`src/uart_irq_enable_regs.vh`:
```
// Register map, bit positions, codes and reset values of the UART interrupt enable block.
// Assumes an 8-bit register port with a 3-bit address, driven from the core_clk domain.
`ifndef UART_IRQ_ENABLE_REGS_VH
`define UART_IRQ_ENABLE_REGS_VH

// ****************************************
// Register offsets
// ****************************************
`define ADDR_TX_HOLDING      3'h0
`define ADDR_INT_ENABLE      3'h1
`define ADDR_INT_STATUS      3'h2
`define ADDR_FIFO_CONTROL    3'h3
`define ADDR_EVENT_STATUS    3'h4
`define ADDR_LINE_STATUS     3'h5
`define ADDR_MODEM_STATUS    3'h6

// ****************************************
// Interrupt enable bit positions
// ****************************************
`define IE_RX_READY          0
`define IE_TX_READY          1
`define IE_LINE_STATUS       2
`define IE_MODEM_STATUS      3
`define IE_SLEEP             4
`define IE_XOFF              5
`define IE_RTS               6
`define IE_CTS               7

// ****************************************
// Other field positions
// ****************************************
`define FC_FIFO_EN           0
`define LS_DATA_READY        0
`define LS_ERR_LO            1
`define LS_TX_EMPTY          5
`define LS_TX_IDLE           6
`define LS_FIFO_ERR          7

// ****************************************
// Interrupt status codes, highest priority first
// ****************************************
`define INT_CODE_LINE        8'h06
`define INT_CODE_RX_READY    8'h04
`define INT_CODE_TX_READY    8'h02
`define INT_CODE_MODEM       8'h00
`define INT_CODE_XOFF        8'h10
`define INT_CODE_CTS_RTS     8'h20
`define INT_CODE_NONE        8'h01

// ****************************************
// Reset values and constants
// ****************************************
`define RST_BYTE             8'h00
`define RST_NIBBLE           4'h0
`define ZERO_LEVEL           8'h00
`define SLEEP_CLEAR_MASK     8'hef

`endif

```
`src/uart_irq_enable.v`:
```
// Interrupt enable, masking and priority logic of a single-channel UART with FIFOs.
// Assumes the FIFOs, serial engines and modem block sit on core_clk beside it;
// only the clear-to-send pin arrives from outside and is synchronised here.
//
// The implementer's own choices: the address-and-strobe port and the placing of the registers.
`timescale 1ns/1ps
`include "uart_irq_enable_regs.vh"

module uart_irq_enable (
  // Clock and reset
  input  wire       core_clk,
  input  wire       rst_b,
  // Register port
  input  wire [2:0] reg_addr,
  input  wire [7:0] reg_wdata,
  input  wire       reg_wr,
  input  wire       reg_rd,
  output reg  [7:0] reg_rdata,
  // Receive side status
  input  wire [7:0] rx_fifo_level,
  input  wire [7:0] rx_trigger_level,
  input  wire       rx_char_push,
  input  wire [3:0] rx_err_flags,
  input  wire       rx_fifo_err_any,
  input  wire       xoff_received,
  // Transmit side status
  input  wire       tx_fifo_empty,
  input  wire       tx_shift_empty,
  // Modem lines
  input  wire       cts_pin,
  input  wire       rts_level,
  input  wire [3:0] modem_lines,
  input  wire [3:0] modem_change_evt,
  // Outputs to the UART core and host
  output reg        tx_load,
  output reg  [7:0] tx_load_data,
  output reg        fifo_enable,
  output reg        sleep_enable,
  output reg        irq
);

  // ****************************************
  // State
  // ****************************************
  reg  [7:0] interrupt_enable_reg;
  reg        data_ready;
  reg        tx_flag;
  reg        tx_empty_prev;
  reg        xoff_sticky;
  reg        cts_sticky;
  reg        rts_sticky;
  reg  [3:0] modem_delta;
  reg        cts_s1;
  reg        cts_s2;
  reg        cts_s3;
  reg        cts_level;
  reg        rts_prev;

  // ****************************************
  // Decodes
  // ****************************************
  wire wr_enable       = reg_wr && (reg_addr == `ADDR_INT_ENABLE);
  wire wr_fifo_ctl     = reg_wr && (reg_addr == `ADDR_FIFO_CONTROL);
  wire wr_tx_hold      = reg_wr && (reg_addr == `ADDR_TX_HOLDING);
  wire wr_evt          = reg_wr && (reg_addr == `ADDR_EVENT_STATUS);
  wire rd_int_status   = reg_rd && (reg_addr == `ADDR_INT_STATUS);
  wire rd_modem_status = reg_rd && (reg_addr == `ADDR_MODEM_STATUS);

  // ****************************************
  // Source conditions
  // ****************************************
  // Filtered CTS only moves once the last two stages agree, so glitches are dropped
  wire cts_stable = (cts_s2 == cts_s3);
  wire cts_rise   = cts_stable && cts_s3 && !cts_level;
  wire rts_rise   = rts_level && !rts_prev;
  wire rx_not_empty = (rx_fifo_level != `ZERO_LEVEL);
  wire rx_cond    = fifo_enable ? (rx_fifo_level >= rx_trigger_level)
                                : rx_not_empty;
  wire line_cond  = |rx_err_flags;
  wire modem_cond = |modem_delta;
  wire tx_drain   = tx_fifo_empty && !tx_empty_prev;
  wire tx_cond    = fifo_enable ? tx_flag : tx_fifo_empty;
  wire polled     = fifo_enable &&
                    (interrupt_enable_reg[`IE_MODEM_STATUS:`IE_RX_READY] == `RST_NIBBLE);

  wire [7:0] pending = {cts_sticky, rts_sticky, xoff_sticky, 1'b0,
                        modem_cond, line_cond, tx_cond, rx_cond};
  // Sleep enable is not a source and is kept out of the gate
  wire [7:0] active  = pending & interrupt_enable_reg & `SLEEP_CLEAR_MASK;
  wire       next_irq = (|active) && !polled;

  // ****************************************
  // Priority encoder
  // ****************************************
  reg [7:0] int_code;
  always @* begin
    int_code = `INT_CODE_NONE;
    if (polled) begin
      int_code = `INT_CODE_NONE;
    end else if (active[`IE_LINE_STATUS]) begin
      int_code = `INT_CODE_LINE;
    end else if (active[`IE_RX_READY]) begin
      int_code = `INT_CODE_RX_READY;
    end else if (active[`IE_TX_READY]) begin
      int_code = `INT_CODE_TX_READY;
    end else if (active[`IE_MODEM_STATUS]) begin
      int_code = `INT_CODE_MODEM;
    end else if (active[`IE_XOFF]) begin
      int_code = `INT_CODE_XOFF;
    end else if (active[`IE_CTS] || active[`IE_RTS]) begin
      int_code = `INT_CODE_CTS_RTS;
    end
  end

  wire [7:0] line_status = {fifo_enable && rx_fifo_err_any,
                            tx_fifo_empty && tx_shift_empty,
                            tx_fifo_empty,
                            rx_err_flags,
                            data_ready};

  // ****************************************
  // Read mux
  // ****************************************
  reg [7:0] next_rdata;
  always @* begin
    next_rdata = `RST_BYTE;
    if (reg_rd) begin
      case (reg_addr)
        `ADDR_INT_ENABLE:   next_rdata = interrupt_enable_reg;
        `ADDR_INT_STATUS:   next_rdata = {fifo_enable, fifo_enable, int_code[5:0]};
        `ADDR_FIFO_CONTROL: next_rdata = {7'h00, fifo_enable};
        `ADDR_EVENT_STATUS: next_rdata = pending;
        `ADDR_LINE_STATUS:  next_rdata = line_status;
        `ADDR_MODEM_STATUS: next_rdata = {modem_lines, modem_delta};
        default:            next_rdata = `RST_BYTE;
      endcase
    end
  end

  // ****************************************
  // Modem change flags, one per bit
  // ****************************************
  genvar gi;
  generate
    for (gi = 0; gi < 4; gi = gi + 1) begin : g_delta
      always @(posedge core_clk or negedge rst_b) begin
        if (!rst_b) begin
          modem_delta[gi] <= 1'b0;
        end else begin
          // A change arriving with the read still lands
          modem_delta[gi] <= modem_change_evt[gi] ||
                             (modem_delta[gi] && !rd_modem_status);
        end
      end
    end
  endgenerate

  // ****************************************
  // Next values of the sticky flags
  // ****************************************
  // Set wins over every clear, so an event in the clearing cycle is never lost
  // Status read, holding load or a written one all clear the transmit flag
  wire clr_tx           = rd_int_status || wr_tx_hold || (wr_evt && reg_wdata[`IE_TX_READY]);
  wire clr_xoff         = wr_evt && reg_wdata[`IE_XOFF];
  wire clr_rts          = wr_evt && reg_wdata[`IE_RTS];
  wire clr_cts          = wr_evt && reg_wdata[`IE_CTS];
  wire next_tx_flag     = tx_drain || (tx_flag && !clr_tx);
  wire next_xoff_sticky = xoff_received || (xoff_sticky && !clr_xoff);
  wire next_rts_sticky  = rts_rise || (rts_sticky && !clr_rts);
  wire next_cts_sticky  = cts_rise || (cts_sticky && !clr_cts);
  // Push wins over the empty clear
  wire next_data_ready  = rx_char_push || (data_ready && rx_not_empty);
  wire next_sleep       = wr_enable ? reg_wdata[`IE_SLEEP]
                                    : interrupt_enable_reg[`IE_SLEEP];

  // ****************************************
  // Host registers
  // ****************************************
  always @(posedge core_clk or negedge rst_b) begin
    if (!rst_b) begin
      interrupt_enable_reg <= `RST_BYTE;
    end else begin
      if (wr_enable) begin
        interrupt_enable_reg <= reg_wdata;
      end
    end
  end

  always @(posedge core_clk or negedge rst_b) begin
    if (!rst_b) begin
      fifo_enable <= 1'b0;
    end else begin
      if (wr_fifo_ctl) begin
        fifo_enable <= reg_wdata[`FC_FIFO_EN];
      end
    end
  end

  always @(posedge core_clk or negedge rst_b) begin
    if (!rst_b) begin
      sleep_enable <= 1'b0;
    end else begin
      sleep_enable <= next_sleep;
    end
  end

  // ****************************************
  // Interrupt output
  // ****************************************
  // Registered so the pin never glitches while the sources settle
  always @(posedge core_clk or negedge rst_b) begin
    if (!rst_b) begin
      irq <= 1'b0;
    end else begin
      irq <= next_irq;
    end
  end

  // ****************************************
  // Read data and transmit load
  // ****************************************
  // Read data stands one cycle only, then returns to zero
  always @(posedge core_clk or negedge rst_b) begin
    if (!rst_b) begin
      reg_rdata <= `RST_BYTE;
    end else begin
      reg_rdata <= next_rdata;
    end
  end

  always @(posedge core_clk or negedge rst_b) begin
    if (!rst_b) begin
      tx_load <= 1'b0;
    end else begin
      tx_load <= wr_tx_hold;
    end
  end

  // The data is held, so the core may take it a little later than the pulse
  always @(posedge core_clk or negedge rst_b) begin
    if (!rst_b) begin
      tx_load_data <= `RST_BYTE;
    end else begin
      if (wr_tx_hold) begin
        tx_load_data <= reg_wdata;
      end
    end
  end

  // ****************************************
  // Receive and transmit flags
  // ****************************************
  always @(posedge core_clk or negedge rst_b) begin
    if (!rst_b) begin
      data_ready <= 1'b0;
    end else begin
      data_ready <= next_data_ready;
    end
  end

  // Resets to the idle level of an empty FIFO, so no false drain follows reset
  always @(posedge core_clk or negedge rst_b) begin
    if (!rst_b) begin
      tx_empty_prev <= 1'b1;
    end else begin
      tx_empty_prev <= tx_fifo_empty;
    end
  end

  always @(posedge core_clk or negedge rst_b) begin
    if (!rst_b) begin
      tx_flag <= 1'b0;
    end else begin
      tx_flag <= next_tx_flag;
    end
  end

  // ****************************************
  // Event flags
  // ****************************************
  always @(posedge core_clk or negedge rst_b) begin
    if (!rst_b) begin
      xoff_sticky <= 1'b0;
    end else begin
      xoff_sticky <= next_xoff_sticky;
    end
  end

  always @(posedge core_clk or negedge rst_b) begin
    if (!rst_b) begin
      rts_sticky <= 1'b0;
    end else begin
      rts_sticky <= next_rts_sticky;
    end
  end

  always @(posedge core_clk or negedge rst_b) begin
    if (!rst_b) begin
      cts_sticky <= 1'b0;
    end else begin
      cts_sticky <= next_cts_sticky;
    end
  end

  // ****************************************
  // Clear-to-send synchroniser
  // ****************************************
  // The pin is asynchronous; the first stage may go metastable and is read
  // by the second stage only. The cost is four to five cycles of latency.
  always @(posedge core_clk or negedge rst_b) begin
    if (!rst_b) begin
      cts_s1 <= 1'b0;
    end else begin
      cts_s1 <= cts_pin;
    end
  end

  always @(posedge core_clk or negedge rst_b) begin
    if (!rst_b) begin
      cts_s2 <= 1'b0;
    end else begin
      cts_s2 <= cts_s1;
    end
  end

  always @(posedge core_clk or negedge rst_b) begin
    if (!rst_b) begin
      cts_s3 <= 1'b0;
    end else begin
      cts_s3 <= cts_s2;
    end
  end

  always @(posedge core_clk or negedge rst_b) begin
    if (!rst_b) begin
      cts_level <= 1'b0;
    end else begin
      if (cts_stable) begin
        cts_level <= cts_s3;
      end
    end
  end

  // ****************************************
  // Request-to-send edge
  // ****************************************
  always @(posedge core_clk or negedge rst_b) begin
    if (!rst_b) begin
      rts_prev <= 1'b0;
    end else begin
      rts_prev <= rts_level;
    end
  end

endmodule

```
`config.mk`:
```
export PLATFORM = sky130hd
export DESIGN_NAME = uart_irq_enable
export DESIGN_NICKNAME = d
export VERILOG_FILES = /design/src/uart_irq_enable.v
export VERILOG_INCLUDE_DIRS = /design/src
export SDC_FILE = /design/constraint.sdc
export NUM_CORES = 1
export LEC_CHECK = 0
export ABC_CLOCK_PERIOD_IN_PS = 1800
export BUFFER_PORTS_ARGS = -buffer_cell sky130_fd_sc_hd__buf_2
export CAP_MARGIN = 10
export CORE_UTILIZATION = 46
export CTS_BUF_LIST = sky130_fd_sc_hd__clkbuf_8 sky130_fd_sc_hd__clkbuf_16
export DETAILED_ROUTE_END_ITERATION = 10
export PLACE_DENSITY = 0.76
export SYNTH_ARGS = -nofsm -noshare
export SYNTH_HDL_FRONTEND = slang
export SYNTH_SLANG_ARGS = --single-unit
```
`constraint.sdc`:
```
create_clock -name core_clk -period 1.8 [get_ports core_clk]
set_input_delay 0 -clock core_clk [delete_from_list [all_inputs] [get_ports core_clk]]
set_output_delay 0 -clock core_clk [all_outputs]
set_load 0.01 [all_outputs]
```
==> results.sh, run 1 <==
export IMPL_failed_checks="hold timing, setup timing"
export IMPL_final_nets=374
export IMPL_grt_pass1_wl_um=9060
export IMPL_postCtsSetupBuffers=0
export IMPL_synth_cells=213
export IMPL_cts_max_level=2
export IMPL_rsz0062_at_grt="true"
export IMPL_slew_headroom_pct=64.2
export IMPL_required_ps=2030
export IMPL_yosysMostFrequentCell="dfrtp_1"
export IMPL_clk_pin_slew_ps=80
export IMPL_syn_nets=272
export IMPL_nFillCells=372
export IMPL_grt_use_total_pct=22.6
export IMPL_synth_enable_flop_cells=0
export IMPL_wl_per_cell_um=14.5
export IMPL_post_route_period_util_pct=104
export IMPL_async_flop_share_pct=100
export IMPL_placed_cells=343
export IMPL_num_vias=1965
export IMPL_clock_skew_ps=7.51
export IMPL_grt_overflow_total=0
export IMPL_drc=0
export IMPL_regArea_mm2=0.00108
export IMPL_min_path_type="input port to flip-flop"
export IMPL_syn_area_per_cell_um2=10.5
export IMPL_n_antenna_cell=0
export IMPL_drt_total_wl_um=5350
export IMPL_post_route_min_period_ps=1880
export IMPL_ys_seq_elements=43
export IMPL_cp_num_buf_inv=0
export IMPL_clkSinkCount=43
export IMPL_ys_warnings_count=0
export IMPL_initial_utilization_pct=47.7
export IMPL_crit_slowest_cell="or4_4"
export IMPL_synth_top_area_share_pct=46.9
export IMPL_clk_latency_ps=300
export IMPL_yosys_top_cells_area="dfrtp_1, mux2_2, ha_1, a21oi_1, nand2_1"
export IMPL_crit_fanout=2
export IMPL_ant_nets=0
export IMPL_ir_drop_v=0.000640
export IMPL_synthTopCellsByCount="dfrtp_1, nand2_1, mux2_2"
export IMPL_startpoint="modem_delta[1]"
export IMPL_dieArea_mm2=0.00515
export IMPL_worst_slew_pin_slew_ps=537
export IMPL_synthFlopType="dfrtp_1"
export IMPL_syn_area_mm2=0.00224
export IMPL_num_rows=25
export IMPL_setup_viol=2
export IMPL_arrival_ps=2110
export IMPL_multi_input_area_mm2=0.00109
export IMPL_cts_tree="yes"
export IMPL_p_leak_uw=0.00147
export IMPL_grt_max_degree=44
export IMPL_crit_chain="or4_4, a21oi_4, nand2_1, or4b_4, a21oi_2"
export IMPL_vias_per_cell=5.33
export IMPL_outcome="finished with violations"
export IMPL_grt_pass1_vias=1989
export IMPL_crit_cells=5
export IMPL_cap_violations=0
export IMPL_yosysSeqAreaShare_pct=48.1
export IMPL_cpPeakStageDelay_ps=560
export IMPL_crit_family="simple AND/OR/NAND/NOR gates"
export IMPL_rrSetupSlack_ps=-80
export IMPL_powerDensity_mw_per_mm2=833
export IMPL_hold_slack_ps=-4.46
export IMPL_ys_types=49
export IMPL_endpoint="reg_rdata[4]"
export IMPL_cts_root_buf="clkbuf_8"
export IMPL_r2r_cells=5
export IMPL_yosys_area_top_type="dfrtp_1"
export IMPL_r2r_end="reg_rdata[4]"
export IMPL_die_x_um=71.8
export IMPL_final_cells=369
export IMPL_cts_inserted_buffers=5
export IMPL_antenna_found_initial=0
export IMPL_portBuffers=69
export IMPL_synthToLayoutAreaGrowth_pct=36.4
export IMPL_layout_drive_gt1_share_pct=39.4
export IMPL_core_area_mm2=0.00469
export IMPL_endpoint_kind="flip-flop"
export IMPL_ios=70
export IMPL_clockBufferDepth=2
export IMPL_path_class="flip-flop to flip-flop"
export IMPL_hpwl_um=3900
export IMPL_fp_dieH_um=71.8
export IMPL_max_freq_ghz=0.532
export IMPL_firstDrtPassIters=4
export IMPL_slew_viol_final=0
export IMPL_timing_rr_start="modem_delta[1]"
export IMPL_start_kind="flip-flop"
export IMPL_hold_violations=1
export IMPL_fin_ws_ps=-80.8
export IMPL_gp_congestion=0.889
export IMPL_drt_iter0_drc=116
[what timing repair did]
action | CTS | global route
pin swaps | 0 | 0
resized for setup | 0 | 5
endpoints found under the setup margin | 2 | 4
hold buffers | 20 | 0
hold endpoints to repair | 72 | 0
[worst min-delay path by stage]
stage,startpoint,to,slack [ps],cells past startpoint
after floorplan,rst_b,cts_level,-300,0
after global placement,rst_b,irq,100,2
after detailed placement,rst_b,reg_rdata[0],100,2
after CTS,modem_lines[2],reg_rdata[6],10,3
after global routing,modem_lines[2],reg_rdata[6],30,3
final,modem_lines[3],reg_rdata[7],-4,3
[logic make-up (layout without fill, tap and decap cells)]
kind of cell | count (synthesis) | count (layout) | synth area share (%)
buffers and inverters | 24 | 126 | 4.13
multiplexers | 20 | 20 | 9.94
AND/OR/NAND/NOR | 58 | 58 | 14.2
AO/OA/AOI/OAI | 59 | 59 | 18.5
flip-flops | 43 | 43 | 48.1
adder cells (fa/ha/maj) | 9 | 9 | 5.03
[metal layers]
layer / track usage [%] / wire length (µm)
met3: 4.22 / 232
met1: 30.8 / 2450
met5: 0 / 0
met4: 5.88 / 52
met2: 37.3 / 2620
[metrics by stage]
step	setup TNS (ps)	util [%]	total power, µW	setup WS (ps)	instance area (µm²)
4_1_cts	-118	64.8	2540	-81.1	3040
2_1_floorplan	0	-	1510	4.04	2240
3_3_place_gp	-240	58.2	1760	-135	2730
6_report	-109	65.1	2540	-80.8	3050
3_5_place_dp	-353	58.2	1780	-165	2730
5_1_grt	-214	65.1	2680	-119	3050
[power breakdown]
part	internal (µW)	leakage [µW]	total (µW)	switching (µW)
registers	1090	0.000500	1170	74.8
logic	326	0.000923	643	316
clock network	406	0.0000502	736	330
[layout make-up]
cell class / count / share of cell area, %
repair buffers: 103 / 21.2
clock buffers: 5 / 2.25
multi-input cells: 146 / 35.8
clock inverters: 2 / 1.23
flip-flops and latches: 43 / 35.3
inverters: 16 / 1.97
well taps: 54 / 2.21
[placed cells by master (no fill, tap or decap), types with 6 or more instances in the layout]
cell,instances
nor2_1,7
mux2_2,18
buf_2,69
buf_4,15
dfrtp_1,42
dlygate4sd3_1,19
o21ai_0,12
ha_1,9
nor2b_1,6
nand2_1,19
a21oi_1,14
a21o_1,7
inv_1,16
[worst reg2reg max path, cell delays in order (launching register included)]
cell and delay, ps:
dfrtp_1 390, or4_4 560, a21oi_4 140, nand2_1 80, or4b_4 520, a21oi_2 120
Note: power is estimated with default switching activity, not from simulation.
==> inputs of run 2 (changes only) <==
CELL_PAD_IN_SITES_DETAIL_PLACEMENT = 1   (was unset)
CELL_PAD_IN_SITES_GLOBAL_PLACEMENT = 2   (was unset)
CORE_UTILIZATION = 28   (was 46)
PLACE_DENSITY = unset   (was 0.76)
PLACE_DENSITY_LB_ADDON = 0.1   (was unset)
==> results.sh, run 2 (synthesized netlist as in run 1, its figures left out) <==
export IMPL_clk_pin_slew_ps=90
export IMPL_die_x_um=91.4
export IMPL_ir_drop_v=0.000478
export IMPL_hold_start="modem_lines[2]"
export IMPL_path_class="flip-flop to flip-flop"
export IMPL_drt_iter0_drc=40
export IMPL_slew_viol_final=0
export IMPL_nFillCells=899
export IMPL_outcome="finished with violations"
export IMPL_ios=70
export IMPL_worst_slew_pin_slew_ps=596
export IMPL_endpoint_kind="flip-flop"
export IMPL_dieArea_mm2=0.00836
export IMPL_arrival_ps=2110
export IMPL_firstDrtPassIters=4
export IMPL_portBuffers=69
export IMPL_synthToLayoutAreaGrowth_pct=43.5
export IMPL_slew_headroom_pct=60.2
export IMPL_met2_length_um=3290
export IMPL_met1_length_um=3200
export IMPL_comb_power_share_pct=26.5
export IMPL_cts_inserted_buffers=5
export IMPL_clockPowerShare_pct=28.9
export IMPL_cts_tree="yes"
export IMPL_clock_skew_ps=11.4
export IMPL_grt_pass1_vias=2350
export IMPL_crit_fanout=2
export IMPL_p_int_uw=1850
export IMPL_grt_pass1_wl_um=11500
export IMPL_final_cell_mix="buf_2, dfrtp_1, buf_4"
export IMPL_netSwitchingPower_uw=766
export IMPL_wl_per_cell_um=15.9
export IMPL_gp_congestion=0.749
export IMPL_dr_max_layer_used="met4"
export IMPL_num_vias=2043
export IMPL_fin_area_mm2=0.00321
export IMPL_drc=0
export IMPL_p_leak_uw=0.00153
export IMPL_cts_max_level=2
export IMPL_timing_rr_start="modem_delta[1]"
export IMPL_n_antenna_cell=0
export IMPL_clk_latency_ps=300
export IMPL_fp_dieH_um=91.4
export IMPL_grt_overflow_total=0
export IMPL_powerDensity_mw_per_mm2=815
export IMPL_clockBufferDepth=2
export IMPL_initial_utilization_pct=29.0
export IMPL_final_common_cell="buf_2"
export IMPL_num_rows=32
export IMPL_fin_ws_ps=-92.6
export IMPL_failed_checks="setup timing"
export IMPL_final_nets=383
export IMPL_layout_drive_gt1_share_pct=41.5
export IMPL_cap_violations=0
export IMPL_met3_length_um=217
export IMPL_vias_per_cell=4.78
export IMPL_max_freq_ghz=0.528
export IMPL_startpoint="modem_delta[1]"
export IMPL_seq_power_share_pct=44.6
export IMPL_required_ps=2020
export IMPL_drt_total_wl_um=6780
export IMPL_core_area_mm2=0.00773
export IMPL_hold_violations=0
export IMPL_ant_nets=0
export IMPL_placed_area_mm2=0.00287
export IMPL_grt_max_degree=25
export IMPL_post_route_period_util_pct=105
export IMPL_hpwl_um=5160
export IMPL_min_path_type="input port to flip-flop"
export IMPL_start_kind="flip-flop"
export IMPL_cts_root_buf="clkbuf_8"
export IMPL_swShare_pct=29.3
export IMPL_postCtsSetupBuffers=0
export IMPL_antenna_found_initial=0
export IMPL_setup_viol=2
export IMPL_rsz0062_at_grt="true"
export IMPL_dp_slack_ps=-261
export IMPL_grt_use_total_pct=17.6
export IMPL_post_route_min_period_ps=1890
export IMPL_clkSinkCount=43
[run 2: power groups by stage]
| stage | logic [µW] | registers [µW] | clock network [µW] |
|---|---|---|---|
| 2_1_floorplan | 300 | 1210 | 0 |
| 3_3_place_gp | 639 | 1180 | 0 |
| 3_5_place_dp | 646 | 1190 | 0 |
| 4_1_cts | 685 | 1170 | 786 |
| 5_1_grt | 775 | 1190 | 822 |
| 6_report | 694 | 1170 | 757 |
[run 2: repair_timing]
action | 4_1_cts | 5_1_grt
setup endpoints to repair | 2 | 4
gates resized for setup | 0 | 8
hold endpoints to repair | 53 | 0
pin swaps | 0 | 2
gates cloned | 0 | 0
hold buffers | 20 | 0
[run 2: routing by layer]
layer  track usage [%]  vias to the layer above
met4              4.37                        0
met5                 0                        -
li1                  -                      991
met2              29.9                       43
met3              2.60                        7
met1              23.4                     1002
[run 2: metrics by stage]
step	std cells	hold slack, ps	TNS [ps]	util, %	power [µW]
after floorplan	213	-296	0	-	1510
after global placement	400	40.4	-527	37.2	1820
after detailed placement	400	47.5	-656	37.2	1830
after CTS	428	40.8	-200	41.2	2640
after global routing	427	48.5	-288	41.6	2780
final	427	0.267	-169	41.6	2620
[run 2: worst paths after layout]
| path | end | slack (ps) | depth (start not counted) |
|---|---|---|---|
| min | reg_rdata[6] | 0.3 | 3 |
| min reg2reg | cts_s2 | 370 | 0 |
| max | reg_rdata[4] | -90 | 5 |
| max reg2reg | reg_rdata[4] | -90 | 5 |
| max in group asynchronous | tx_empty_prev | 940 | 3 |
| min in group asynchronous | modem_delta[1] | 260 | 2 |
[run 2: cell type report]
| class | count | area [µm²] | area share [%] |
|---|---|---|---|
| clock buffer | 5 | 68.8 | 2.14 |
| clock inverter | 3 | 41.3 | 1.29 |
| inverter | 16 | 60.1 | 1.87 |
| multi-input combinational | 146 | 1110 | 34.5 |
| sequential | 43 | 1080 | 33.6 |
| tap | 102 | 128 | 3.97 |
| timing repair buffer | 112 | 728 | 22.7 |
[run 2: critical path, stage by stage (launching register included)]
cell	delay, ps
dfrtp_1	390
or4_4	570
a21oi_4	140
nand2_1	80
or4b_4	530
a21oi_2	120
==> inputs of run 3 (changes only) <==
--- a/config.mk
+++ b/config.mk
@@ -16,3 +16,3 @@
 export DETAILED_ROUTE_END_ITERATION = 10
-export PLACE_DENSITY_LB_ADDON = 0.1
+export PLACE_DENSITY = 0.8
 export SYNTH_ARGS = -nofsm -noshare
--- a/constraint.sdc
+++ b/constraint.sdc
@@ -3,2 +3,2 @@
 set_output_delay 0 -clock core_clk [all_outputs]
-set_load 0.01 [all_outputs]
+set_load 0.02 [all_outputs]
==> results.sh, run 3 (synthesized netlist as in run 1, its figures left out) <==
export IMPL_cts_max_level=2
export IMPL_clkSinkCount=43
export IMPL_initial_utilization_pct=29.0
export IMPL_vias_per_cell=4.86
export IMPL_fin_setup_tns_ps=-154
export IMPL_startpoint="modem_delta[1]"
export IMPL_final_cells=423
export IMPL_hpwl_um=4980
export IMPL_portBuffers=69
export IMPL_cp_num_buf_inv=0
export IMPL_failed_checks="setup timing"
export IMPL_final_cell_mix="buf_2, dfrtp_1, dlygate4sd3_1"
export IMPL_slew_headroom_pct=63.0
export IMPL_grt_max_degree=44
export IMPL_ant_nets=0
export IMPL_swShare_pct=33.0
export IMPL_fin_area_mm2=0.00315
export IMPL_ios=70
export IMPL_p_int_uw=1720
export IMPL_drt_total_wl_um=6500
export IMPL_num_vias=2055
export IMPL_comb_power_share_pct=28.7
export IMPL_cap_violations=0
export IMPL_grt_pass1_vias=2145
export IMPL_worst_slew_pin_slew_ps=554
export IMPL_start_kind="flip-flop"
export IMPL_clockBufferDepth=2
export IMPL_wl_per_cell_um=15.4
export IMPL_hold_violations=0
export IMPL_slew_viol_final=0
export IMPL_grt_pass1_wl_um=10700
export IMPL_r2r_cells=5
export IMPL_min_path_type="input port to flip-flop"
export IMPL_fp_dieH_um=91.4
export IMPL_path_class="flip-flop to flip-flop"
export IMPL_r2r_end="reg_rdata[4]"
export IMPL_die_x_um=91.4
export IMPL_layout_drive_gt1_share_pct=40.5
export IMPL_post_route_min_period_ps=1910
export IMPL_rsz0062_at_grt="true"
export IMPL_clk_pin_slew_ps=90
export IMPL_endpoint_kind="flip-flop"
export IMPL_drt_iter0_drc=68
export IMPL_rrSetupSlack_ps=-110
export IMPL_fin_ws_ps=-113
export IMPL_placed_cells=394
export IMPL_seq_power_share_pct=45.3
export IMPL_clock_skew_ps=9.11
export IMPL_post_route_period_util_pct=106
export IMPL_n_antenna_cell=0
export IMPL_placed_area_mm2=0.00282
export IMPL_timing_rr_start="modem_delta[1]"
export IMPL_crit_slowest_cell="or4_4"
export IMPL_drc=0
export IMPL_setup_viol=2
export IMPL_crit_fanout=2
export IMPL_synthToLayoutAreaGrowth_pct=40.7
export IMPL_cts_inserted_buffers=5
export IMPL_p_leak_uw=0.00150
export IMPL_min_path_cells=3
export IMPL_gp_congestion=0.863
export IMPL_clockPowerShare_pct=25.9
export IMPL_final_common_cell="buf_2"
export IMPL_crit_family="simple AND/OR/NAND/NOR gates"
export IMPL_final_nets=379
export IMPL_outcome="finished with violations"
export IMPL_endpoint="reg_rdata[4]"
export IMPL_dp_slack_ps=-214
export IMPL_ir_drop_v=0.000463
export IMPL_crit_cells=5
export IMPL_clk_latency_ps=310
export IMPL_grt_use_total_pct=16.6
export IMPL_antenna_found_initial=0
export IMPL_core_area_mm2=0.00773
export IMPL_num_rows=32
export IMPL_arrival_ps=2150
export IMPL_grt_overflow_total=0
export IMPL_max_freq_ghz=0.523
export IMPL_powerDensity_mw_per_mm2=814
export IMPL_crit_chain="or4_4, a21oi_4, nand2_2, or4b_1, a21oi_1"
export IMPL_cts_tree="yes"
export IMPL_cts_root_buf="clkbuf_8"
export IMPL_netSwitchingPower_uw=847
export IMPL_final_util_pct=40.8
export IMPL_dieArea_mm2=0.00836
export IMPL_cpPeakStageDelay_ps=560
export IMPL_firstDrtPassIters=4
export IMPL_required_ps=2040
## run 3: what timing repair did
item                       in CTS  in global routing
hold buffers                   20                  0
buffers inserted                1                  0
pin swaps                       2                  3
setup endpoints to repair       2                  4
gates resized for setup         2                  5
hold endpoints to repair       72                  0
cloned                          0                  0
## run 3: through the flow
stage                     hold WS [ps]  power [µW]
after floorplan                   -296        1560
after global placement             108        1840
after detailed placement           113        1860
after CTS                         7.11        2590
after global routing              26.8        2720
final                             14.3        2570
## run 3: how the worst min path moves through the flow
| stage | start | endpoint | slack (ps) |
|---|---|---|---|
| floorplan | rst_b | cts_level | -300 |
| global placement | rst_b | reg_rdata[5] | 110 |
| detailed placement | cts_pin | cts_s1 | 110 |
| CTS | modem_lines[3] | reg_rdata[7] | 7 |
| global route | modem_lines[3] | reg_rdata[7] | 30 |
| finish | modem_lines[3] | reg_rdata[7] | 10 |
## run 3: area by class of cell
type                            count  area, µm²
Multi-Input combinational cell    146       1100
Inverter                           16       60.1
Sequential cell                    43       1080
Fill cell                         908       4580
Clock inverter                      3       26.3
Timing Repair Buffer              108        692
Clock buffer                        5       68.8
Tap cell                          102        128
## run 3: routing by layer
layer  global-route usage (%)  routed length [µm]  up-vias
met5                        0                   0        -
met4                     5.16                  97        0
met3                     3.27                 302        8
met2                     27.6                3190       55
met1                     21.6                2910     1011
li1                         -                   -      981
## run 3: power by group through the flow
stage / Clock (µW) / Sequential, µW / Combinational (µW)
floorplan: 0 / 1260 / 302
global placement: 0 / 1180 / 667
detailed placement: 0 / 1180 / 681
CTS: 694 / 1160 / 730
global route: 725 / 1180 / 810
finish: 665 / 1160 / 738
## run 3: worst min-delay path, stage by stage
cell     delay (ps)
buf_2            80
a21oi_1          50
a21oi_1         150
